===== config.mk =====
export PLATFORM = sky130hd
export DESIGN_NAME = ahg_host
export DESIGN_NICKNAME = d
export VERILOG_FILES = /design/src/core/ahg_host.v /design/src/core/ahg_timer.v
export VERILOG_INCLUDE_DIRS = /design/src /design/src/core
export SDC_FILE = /design/constraint.sdc
export NUM_CORES = 1
export LEC_CHECK = 0
export BUFFER_PORTS_ARGS = -buffer_cell sky130_fd_sc_hd__buf_2
export CAP_MARGIN = 20
export CORE_ASPECT_RATIO = 1.2
export CORE_MARGIN = 2
export CORE_UTILIZATION = 57
export DETAILED_ROUTE_END_ITERATION = 10
export GPL_ROUTABILITY_DRIVEN = 0
export GPL_TIMING_DRIVEN = 0
export PLACE_DENSITY_LB_ADDON = 0.12
export SKIP_LAST_GASP = 1
export SYNTH_ARGS = -nofsm -noshare
export SYNTH_HDL_FRONTEND = slang
export SYNTH_SLANG_ARGS = --single-unit

===== constraint.sdc =====
create_clock -name clk_sys -period 5.4 [get_ports clk_sys]
set_clock_uncertainty 0.15 [all_clocks]
set_input_delay 0.54 -clock clk_sys [delete_from_list [all_inputs] [get_ports clk_sys]]
set_output_delay 0.54 -clock clk_sys [all_outputs]
set_load 0.01 [all_outputs]

===== src/core/ahg_defs.vh =====
// timing counts and widths for the converter read host
// What this block does
// - on done, drive byte select low first
// - next cycle, strobe chip select and output enable
// - each byte read lasts eight clock cycles
// - then byte select high, identical low read
// - variant: write sets select, acknowledge forces wait
// - variant: select released during high byte read
// - start by port write, read status by port
// - ready held off from strobe, decode, cycle
// - done raises request, next read clears it
// - service each request before next conversion ends
// - conversions may start from independent trigger
// - byte mode: high byte first, then low
// - starts at least five microseconds apart, pulsed
`ifndef AHG_DEFS_VH
`define AHG_DEFS_VH

// system clock rate in MHz
`define AHG_CLK_MHZ 50
// longest byte read window, ns
`define AHG_READ_NS 160
// longest time rounds down to whole cycles
`define AHG_READ_CYC ((`AHG_READ_NS * `AHG_CLK_MHZ) / 1000)
// least spacing between two start strobes, us
`define AHG_SPACE_US 5
// least time, exact at this rate
`define AHG_SPACE_CYC (`AHG_SPACE_US * `AHG_CLK_MHZ)
// least width of the start strobe low pulse, ns
`define AHG_SCPW_NS 40
// least time rounds up to whole cycles
`define AHG_SCPW_CYC (((`AHG_SCPW_NS * `AHG_CLK_MHZ) + 999) / 1000)
// width of the timer counters
`define AHG_TMR_W 9
// converter result width
`define AHG_RES_W 12

`endif


===== src/core/ahg_host.v =====
// host controller that starts the converter and reads its result
`timescale 1ns/1ns
`include "ahg_defs.vh"
module ahg_host #(
  parameter RES_W = `AHG_RES_W,
  parameter TMR_W = `AHG_TMR_W
) (
  input wire clk_sys,
  input wire resetn,
  input wire ce,
  // user side
  input wire conv_req,
  input wire trig_in,
  input wire async_mode,
  input wire word_mode,
  input wire early_release,
  input wire auto_read,
  input wire dma_ack,
  output reg [RES_W-1:0] result_data,
  output reg result_valid,
  output reg overrun,
  output reg start_refused,
  output wire dma_request_line,
  output wire host_ready,
  output reg memory_acknowledge,
  output wire eoc_status,
  output wire busy,
  // converter pins
  input wire adc_eoc,
  input wire [RES_W-1:0] adc_db,
  output reg convert_start_strobe_n,
  output reg adc_cs_n,
  output reg adc_oe_n,
  output reg high_byte_select_out,
  output reg high_byte_select_oe_n
);
  // read sequencer states
  localparam [2:0] ST_IDLE = 3'h0; // waiting for a request
  localparam [2:0] ST_SEL_HI = 3'h1; // byte select driven low
  localparam [2:0] ST_RD_HI = 3'h2; // high byte window
  localparam [2:0] ST_SEL_LO = 3'h3; // byte select driven high
  localparam [2:0] ST_RD_LO = 3'h4; // low byte window
  localparam [2:0] ST_RD_W = 3'h5; // single full word window

  // counts worked out as integers, then cut to the timer width on purpose
  localparam integer READ_LOAD_I = `AHG_READ_CYC - 1; // last count of a byte window
  localparam integer HI_LAST_I = `AHG_READ_CYC - 2; // one cycle short of the window
  localparam integer SPACE_LOAD_I = `AHG_SPACE_CYC; // start spacing
  localparam integer SCPW_LOAD_I = `AHG_SCPW_CYC; // start pulse width
  localparam [TMR_W-1:0] READ_LOAD = READ_LOAD_I[TMR_W-1:0];
  localparam [TMR_W-1:0] HI_LAST_LOAD = HI_LAST_I[TMR_W-1:0];
  localparam [TMR_W-1:0] SPACE_LOAD = SPACE_LOAD_I[TMR_W-1:0];
  localparam [TMR_W-1:0] SCPW_LOAD = SCPW_LOAD_I[TMR_W-1:0];

  // true for states in which the output enable is strobed
  function is_read;
    input [2:0] st;
    begin
      is_read = (st == ST_RD_HI) || (st == ST_RD_LO) || (st == ST_RD_W);
    end
  endfunction

  // byte select level wanted in a state; high means low byte or idle
  function hbe_level;
    input [2:0] st;
    begin
      hbe_level = !((st == ST_SEL_HI) || (st == ST_RD_HI));
    end
  endfunction

  reg rst_s1_reg; // reset release stage one
  reg rst_s2_reg; // reset release stage two
  wire rst_n; // released reset used everywhere

  // async assert, release through two flops
  always @(posedge clk_sys or negedge resetn) begin
    if (!resetn) begin
      rst_s1_reg <= 1'b0;
      rst_s2_reg <= 1'b0;
    end else begin
      rst_s1_reg <= 1'b1;
      rst_s2_reg <= rst_s1_reg;
    end
  end
  assign rst_n = rst_s2_reg;

  reg [2:0] state_reg;
  reg [2:0] state_next;
  reg eoc_d_reg; // last sampled done level
  reg trig_d_reg; // last sampled trigger level
  reg req_latch_reg; // pending result request
  reg [7:0] hi_byte_reg; // high byte held for assembly
  reg sc_active_reg; // start strobe pulse in progress
  wire read_done; // read window ends this cycle
  wire space_done; // spacing since last start elapsed
  wire pw_done; // start pulse width elapsed
  wire hi_last; // next edge starts the last cycle of the current read window
  wire eoc_rise;
  wire trig_rise;
  wire start_want;
  wire start_go;
  wire read_go;
  wire read_load;
  wire clr_latch;

  // done edge, the converter's end of conversion
  assign eoc_rise = adc_eoc && !eoc_d_reg;
  assign eoc_status = adc_eoc; // port status read
  assign trig_rise = trig_in && !trig_d_reg;

  // start source: independent trigger or a port write
  assign start_want = async_mode ? trig_rise : conv_req;
  // spacing enforced; a held trigger gives one pulse, a held port request repeats once per spacing
  assign start_go = start_want && space_done && !sc_active_reg;

  // request taken by the sequencer or by a dma acknowledge
  assign read_go = req_latch_reg && (auto_read || dma_ack);
  // the first read window clears the latch
  assign clr_latch = (state_reg != ST_RD_HI) && (state_reg != ST_RD_W) &&
                     ((state_next == ST_RD_HI) || (state_next == ST_RD_W));
  assign read_load = is_read(state_next) && (state_next != state_reg);

  assign dma_request_line = req_latch_reg;
  // ready held low during the window, released on its last cycle
  assign host_ready = !is_read(state_reg) || read_done;
  assign busy = (state_reg != ST_IDLE) || sc_active_reg;

  // byte read window timer
  ahg_timer #(.W(TMR_W)) u_read_tmr (
    .clk_sys(clk_sys),
    .rst_n(rst_n),
    .ce(ce),
    .load(read_load),
    .load_val(READ_LOAD),
    .done(read_done)
  );

  // start spacing timer
  ahg_timer #(.W(TMR_W)) u_space_tmr (
    .clk_sys(clk_sys),
    .rst_n(rst_n),
    .ce(ce),
    .load(start_go),
    .load_val(SPACE_LOAD),
    .done(space_done)
  );

  // start pulse width timer
  ahg_timer #(.W(TMR_W)) u_pw_tmr (
    .clk_sys(clk_sys),
    .rst_n(rst_n),
    .ce(ce),
    .load(start_go),
    .load_val(SCPW_LOAD),
    .done(pw_done)
  );

  // last cycle marker, loaded with each window one count short
  // the converter registers its bus, so the select may only move on the last
  // cycle; any earlier and the captured high byte would be the low format
  ahg_timer #(.W(TMR_W)) u_hi_last_tmr (
    .clk_sys(clk_sys),
    .rst_n(rst_n),
    .ce(ce),
    .load(read_load),
    .load_val(HI_LAST_LOAD),
    .done(hi_last)
  );

  // read sequencer next state
  always @* begin
    state_next = state_reg;
    case (state_reg)
      ST_IDLE: begin
        if (read_go) begin
          // full word in one read, else two byte reads
          state_next = word_mode ? ST_RD_W : ST_SEL_HI;
        end
      end
      ST_SEL_HI: begin
        // one cycle of select setup before the strobe
        state_next = ST_RD_HI;
      end
      ST_RD_HI: begin
        if (read_done) begin
          // early release skips the select gap
          state_next = early_release ? ST_RD_LO : ST_SEL_LO;
        end
      end
      ST_SEL_LO: begin
        state_next = ST_RD_LO;
      end
      ST_RD_LO: begin
        if (read_done) begin
          state_next = ST_IDLE;
        end
      end
      ST_RD_W: begin
        if (read_done) begin
          state_next = ST_IDLE;
        end
      end
      default: begin
        state_next = ST_IDLE;
      end
    endcase
  end

  // sequencer, latch and edge history
  always @(posedge clk_sys or negedge rst_n) begin
    if (!rst_n) begin
      state_reg <= ST_IDLE;
      // done idles high, so a low history would fake an edge after reset
      eoc_d_reg <= 1'b1;
      trig_d_reg <= 1'b0;
      req_latch_reg <= 1'b0;
      overrun <= 1'b0;
    end else if (ce) begin
      state_reg <= state_next;
      eoc_d_reg <= adc_eoc;
      trig_d_reg <= trig_in;
      // set wins over the clearing read
      if (eoc_rise) begin
        req_latch_reg <= 1'b1;
      end else if (clr_latch) begin
        req_latch_reg <= 1'b0;
      end
      // a new result while one is still pending would be lost
      overrun <= eoc_rise && req_latch_reg && !clr_latch;
    end
  end

  // converter pins, registered from the next state
  always @(posedge clk_sys or negedge rst_n) begin
    if (!rst_n) begin
      adc_cs_n <= 1'b1;
      adc_oe_n <= 1'b1;
      high_byte_select_out <= 1'b1;
      high_byte_select_oe_n <= 1'b1;
    end else if (ce) begin
      // decode of the converter address gives both strobes
      adc_cs_n <= !is_read(state_next);
      adc_oe_n <= !is_read(state_next);
      // in early mode the select rises on the last high byte cycle
      if ((state_next == ST_RD_HI) && early_release && (state_reg == ST_RD_HI) &&
          hi_last) begin
        high_byte_select_out <= 1'b1;
      end else begin
        high_byte_select_out <= hbe_level(state_next);
      end
      // word mode leaves the pin as a data bit, so it is not driven
      high_byte_select_oe_n <= word_mode && (state_next == ST_IDLE || state_next == ST_RD_W);
    end
  end

  // start strobe pulse, active low, fixed width
  always @(posedge clk_sys or negedge rst_n) begin
    if (!rst_n) begin
      convert_start_strobe_n <= 1'b1;
      sc_active_reg <= 1'b0;
      start_refused <= 1'b0;
    end else if (ce) begin
      start_refused <= start_want && !start_go;
      if (start_go) begin
        convert_start_strobe_n <= 1'b0;
        sc_active_reg <= 1'b1;
      end else if (sc_active_reg && pw_done) begin
        // never held low, the converter would run continuously
        convert_start_strobe_n <= 1'b1;
        sc_active_reg <= 1'b0;
      end
    end
  end

  // data capture at the end of each window
  always @(posedge clk_sys or negedge rst_n) begin
    if (!rst_n) begin
      hi_byte_reg <= 8'h00;
      result_data <= {RES_W{1'b0}};
      result_valid <= 1'b0;
      memory_acknowledge <= 1'b0;
    end else if (ce) begin
      result_valid <= 1'b0;
      // acknowledge pulse in the cycle after the wait state of each read window ends
      memory_acknowledge <= is_read(state_reg) && read_done;
      if (is_read(state_reg) && read_done) begin
        case (state_reg)
          ST_RD_HI: begin
            // high byte is on the top eight data lines
            hi_byte_reg <= adc_db[RES_W-1:RES_W-8];
          end
          ST_RD_LO: begin
            // low nibble sits left justified on the same lines
            result_data <= {hi_byte_reg, adc_db[RES_W-1:RES_W-4]};
            result_valid <= 1'b1;
          end
          default: begin
            result_data <= adc_db;
            result_valid <= 1'b1;
          end
        endcase
      end
    end
  end
endmodule


===== src/core/ahg_timer.v =====
// down counter used for read windows and start spacing
`timescale 1ns/1ns
module ahg_timer #(
  parameter W = 9
) (
  input wire clk_sys,
  input wire rst_n,
  input wire ce,
  input wire load,
  input wire [W-1:0] load_val,
  output wire done
);
  reg [W-1:0] cnt_reg; // remaining cycles
  reg [W-1:0] cnt_next;

  // load wins over counting so a fresh window never inherits an old count
  always @* begin
    cnt_next = cnt_reg;
    if (load) begin
      cnt_next = load_val;
    end else if (cnt_reg != {W{1'b0}}) begin
      cnt_next = cnt_reg - {{(W-1){1'b0}}, 1'b1};
    end
  end

  // state frozen while clock enable is low
  always @(posedge clk_sys or negedge rst_n) begin
    if (!rst_n) begin
      cnt_reg <= {W{1'b0}};
    end else if (ce) begin
      cnt_reg <= cnt_next;
    end
  end

  assign done = (cnt_reg == {W{1'b0}}); // idle also reads as done
endmodule


# Word-level counts from Yosys, hierarchy flattened
# Index checks and enable logic that the tools add are counted.
word_totals:
  latchBits: 0
  regBits: 73
  word_cells: 124
  out_inout_bits: 25
  input_bits: 23
  mem_bits_ro: 0
  mem_count: 0
  mem_bits_rw: 0
classes:
  n_addsub: 4
  multipliers: 0
  n_div: 0
  n_bitwise: 1
  shift: 0
  order_cmp: 0
  n_reduce_logical: 61
  n_eq_ne: 12
  n_mux: 25
op_table:
  columns: ["op", "count"]
  rows:
  - ["$mux 9", 8]
  - ["$logic_not 9->1", 4]
  - ["$reduce_bool 9->1", 4]
  - ["$sub 9x1->9 const B", 4]
  - ["$pmux 12 s2", 1]
  - ["$logic_and 1x1->1", 17]
  - ["$mux 3", 5]
  - ["$pmux 3 s5", 1]
  - ["$eq 3x3->1 const B", 4]
  - ["$reduce_and 2->1", 6]
  - ["$reduce_bool 2->1", 6]
  - ["$logic_or 1x1->1", 10]
  - ["$mux 1", 10]
  - ["$eq 3x2->1 const B", 3]
  - ["$logic_not 1->1", 8]
  - ["$eq 3x1->1 const B", 2]
  - ["$logic_not 3->1", 2]
  - ["$reduce_and 3->1", 2]
  - ["$ne 3x2->1 const B", 1]
  - ["$ne 3x3->1", 1]
  - ["$ne 3x3->1 const B", 1]
  - ["$reduce_bool 3->1", 1]
  - ["$reduce_or 2->1", 1]
  - ["$not 1->1", 1]

# Depth between registers and ports, before layout
depth:
  word_depth: 10
  mapped_depth: 9
  mapped_depth_nobuf: 7

# Hierarchy
# Synthesis repeated with hierarchy kept, for this count alone.
hier_totals:
  hier_cells: 413
  area_unflattened_um2: 4122.7
modules_own_cells:
  columns: ["module", "area_each_um2", "instances", "seq_area_each_um2", "cells_per_inst"]
  rows:
  - ["ahg_timer", 580.6, 4, 225.2, 60]
  - ["ahg_host", 1800.5, 1, 932.1, 173]

# Worst setup path before layout
# OpenSTA, ideal clock, no wires.
synth_timing:
  path_type: "register to register"
  from: "reg u_space_tmr.cnt_reg[3]"
  to: "reg u_space_tmr.cnt_reg[6]"
  setup_ns: 0.136
  t_arrival_ns: 2.052
  period_less_slack_ns: 2.338
  setup_slack_ns: 3.062
  n_path_buf: 1
  stages_incl_launch_ff: 7
  required_time_ns: 5.114
  cell_sequence: "dfrtp_1 > or4_4 > or4_1 > buf_2 > mux2_1 > a21oi_1 > a31oi_1"
synth_via:
  elab_chain_len: 5
  elab_cells_between_ends: 9
  cone_classes: "add/sub: 1; mux: 2; reduce/logical: 6"
synth_rtl:
  columns: ["item", "line", "text"]
  rows:
  - ["start: declaration", "ahg_timer.v:13", "reg [W-1:0] cnt_reg;"]
  - ["start signal: assignment", "ahg_timer.v:29", "cnt_reg <= {W{1'b0}};"]
  - ["start signal: assignment", "ahg_timer.v:31", "cnt_reg <= cnt_next;"]
  - ["branches (longest 5 deep; another with $sub 9x1->9)", null, null]
# Parallel ways; which one is timed is not known. The select of a mux whose other input is x is not followed.
# A chain may end at the register's enable or synchronous reset.

# Final worst setup path
layout_timing:
  from: "reg u_read_tmr.cnt_reg[0]"
  to: "reg result_data[10]"
layout_via:
  elab_chain_len: 3
layout_rtl:
  columns: ["item", "line", "text"]
  rows:
  - ["start: declaration", "ahg_timer.v:13", null]
  - ["start signal: assignment", "ahg_timer.v:29", null]
  - ["start signal: assignment", "ahg_timer.v:31", null]
  - ["$logic_not 9->1", "ahg_timer.v:35", "assign done = (cnt_reg == {W{1'b0}});"]
  - ["$logic_and 1x1->1", "ahg_host.v:286", "if (is_read(state_reg) && read_done) begin"]
  - ["$reduce_and 3->1 (no source line)", null, null]
  - ["end signal: assignment", "ahg_host.v:279", "result_data <= {RES_W{1'b0}};"]
  - ["end signal: assignment", "ahg_host.v:294", "result_data <= {hi_byte_reg, adc_db[RES_W-1:RES_W-4]};"]
  - ["end: declaration", "ahg_host.v:19", "output reg [RES_W-1:0] result_data,"]
# Every way passes these cells.

==> impl_metrics.ini <==
[detailed_routing]
drt_iter0_drc = 157
drc = 0
wl_mm = 8.07
viasPerCell = 5.76
antenna_left = 0
drt_pass1_iterations = 4
vias = 3000
routedWlPerCell_um = 15.5

[hold_path]
whs_path_depth = 0
holdCritPathClass = flop to flop

[finish]
largest_reg_flops = 12
multi_input_area_sq_um = 1710
drive_gt1_share_pct = 22.5
register_area_sq_um = 1840
regMostFlops = result_data
fill_cells = 516
diodes = 0
final-instance-count-excl-fill = 521
fin_nets = 459
area_growth_pct = 15.5

[critical_path]
critPathMaxStageDelay_ns = 0.42
arrival_ns = 2.77
cp_top_family = simple AND/OR/NAND/NOR gates
cp_slowest_cell = nor4b_4
cp_max_fo = 10
crit_cells = 9
crit_type = flop to flop
end_kind = flop
start_kind = flop
cp_cell_sequence = inv_1 -> ha_1 -> nor4b_4 -> nand2_1 -> or3_1 -> clkbuf_1 -> clkbuf_1 -> nand2_1 -> o21ai_0
cp.required_ns = 5.46
r2r.worst_path.cells = 9
cp_num_buf_inv = 3

[synth]
syn_nets = 400
avgSynthCellArea_sq_um = 9.93
ys_ff_latch = 73
ys_seq_area_share_pct = 49.6
syn-cell-area_sq_um = 3690
syn_inst = 372
ys_types = 63
async_flop_share_pct = 100
synth-edff-count = 0
synth-main-ff-cell = dfrtp_1
yosys_warnings = 0

[pwr]
irDropWorstVdd_mv = 0.241
pwr_density_cell_nw_per_um2 = 500
p_leak_nw = 1.98

[timing]
rsz0062_at_grt = false
worst_slew_pin_slew_ns = 0.911
fin_setup_tns_ns = 0
fin_crit_ns = 2.71
max_slew_margin_pct = 39.3
slew_viol_final = 0
setup_violations = 0
hold_viol_final = 0
worst_slack_ns = 2.69
fmax_ghz = 0.369
fin_crit_sh_pct = 50.2

[placement]
place_hpwl_mm = 5.70
portBuffers = 47
pre_cts_slack_ns = 2.72
placed_cells = 504

[die]
core_sq_um = 6370
initial_core_util_pct = 58.0
die_h_um = 92.2
rows = 32
die_area_sq_um = 7140
fp.dieW_um = 77.5
boundaryPins = 48

[run_status]
status = finished, final reports clean

[clock_tree]
clk_latency_ns = 0.34
path_clk_slew_ns = 0.08
cts_sinks = 73
h-tree-depth = 3
numCtsBuffers = 9
cts_resized = 0
clk_path_buf_depth = 2
cts_root_buf = clkbuf_8
cts_tree = built

[global_routing]
grt_pass1_vias = 2951
antenna_found_initial = 0
grtUsageTotal_pct = 24.4
grt_max_degree = 72
grt_overflow = 0
grt_first_pass_wirelength_mm = 13.7

[job]
cap_violations = 0
## timing repair
item                                   in CTS  in global routing
endpoints found under the hold margin       2                  0
hold buffers                                1                  0
buffers inserted                            0                  0
## area by class of cell
type / instances / area share [%]
Buffer: 18 / 1.82
Multi-Input combinational cell: 262 / 40.1
Sequential cell: 73 / 43.0
Tap cell: 85 / 2.49
Clock inverter: 7 / 2.23
Timing Repair Buffer: 48 / 5.75
Inverter: 19 / 1.67
Clock buffer: 9 / 2.90
## cells in the mapped netlist, drive strengths merged, types with 3 or more instances
master  instances  area, sq um
a21o            6         45.0
a21oi          16         80.1
a22o            3         26.3
a22oi           3         22.5
a31oi           3         18.8
and2            6         37.5
buf             5         28.8
clkbuf         13         48.8
dfrtp          68         1700
dfstp           5          131
ha              5         62.6
inv            18         67.6
mux2           10          113
mux2i          13          130
nand2          35          131
nand2b          5         31.3
nand3          10         50.1
nand3b          3         22.5
nor2           21         78.8
nor2b           3         18.8
nor3           10         50.1
nor4            8         80.1
o21ai          41          209
or3            12         76.3
or4             5         41.3
xnor2           6         52.6
## metrics by stage
step	total power, mW	hold WS, ns	instance area, sq um	util, %
6_report	2.13	0.220	4270	67.0
5_1_grt	2.29	0.240	4270	67.0
4_1_cts	2.14	0.224	4270	67.0
3_5_place_dp	1.67	0.178	4040	63.4
3_3_place_gp	1.64	0.175	4040	63.4
2_1_floorplan	1.44	0.0944	3690	-
## worst reg2reg max path: stages, from the launching register on
cell and delay [ns]:
dfrtp_1 0.40, inv_1 0.12, ha_1 0.17, nor4b_4 0.42, nand2_1 0.25, or3_1 0.39, clkbuf_1 0.19, clkbuf_1 0.28
nand2_1 0.12, o21ai_0 0.10
## layout by cell type, fill, tap and decap left out, drive strengths merged, types with 3 or more instances in the layout
master	netlist	routed
mux2	10	10
and2	6	6
ha	5	5
dfstp	5	5
nor4	8	8
xnor2	6	6
a21oi	16	16
inv	18	18
nor2	21	21
nand3b	3	3
a21o	6	6
or4	5	5
a31oi	3	3
o21ai	41	41
nor3	10	10
a22oi	3	3
mux2i	13	13
dfrtp	68	68
buf	5	52
clkbuf	13	22
nand3	10	10
nand2	35	35
clkinv	1	5
a22o	3	3
nand2b	5	5
or3	12	12
nor2b	3	3
## routing by layer
| metal | share of wire (%) | wire length, um | global-route usage [%] |
|---|---|---|---|
| met1 | 46 | 3670 | 32.2 |
| met2 | 49 | 3980 | 38.7 |
| met3 | 3.8 | 303 | 5.22 |
| met4 | 1.4 | 114 | 11.0 |
| met5 | 0 | 0 | 0 |
## path summary, 6_finish.rpt
path	start	end	slack, ns
min in group asynchronous	rst_n	u_hi_last_tmr.cnt_reg[4]	0.30
max in group asynchronous	rst_n	u_read_tmr.cnt_reg[7]	4.20
min	rst_s1_reg	rst_n	0.22
max	u_read_tmr.cnt_reg[0]	result_data[10]	2.69
max reg2reg	u_read_tmr.cnt_reg[0]	result_data[10]	2.69
min reg2reg	rst_s1_reg	rst_n	0.22
## where the power goes
part,switching (mW),internal [mW]
clock,0.211,0.260
sequential,0.184,0.738
combinational,0.400,0.341
total,0.795,1.34
## cells by family after synthesis
logic type | Yosys count | share of synthesized area [%]
simple gates | 128 | 19.3
compound gates | 97 | 16.8
flops | 73 | 49.6
buf+inv | 37 | 4.03
mux | 23 | 6.57
xor+xnor | 8 | 1.90
fa+ha+maj | 5 | 1.69
other cells | 1 | 0.102
Note: power is estimated with default switching activity, not from simulation.
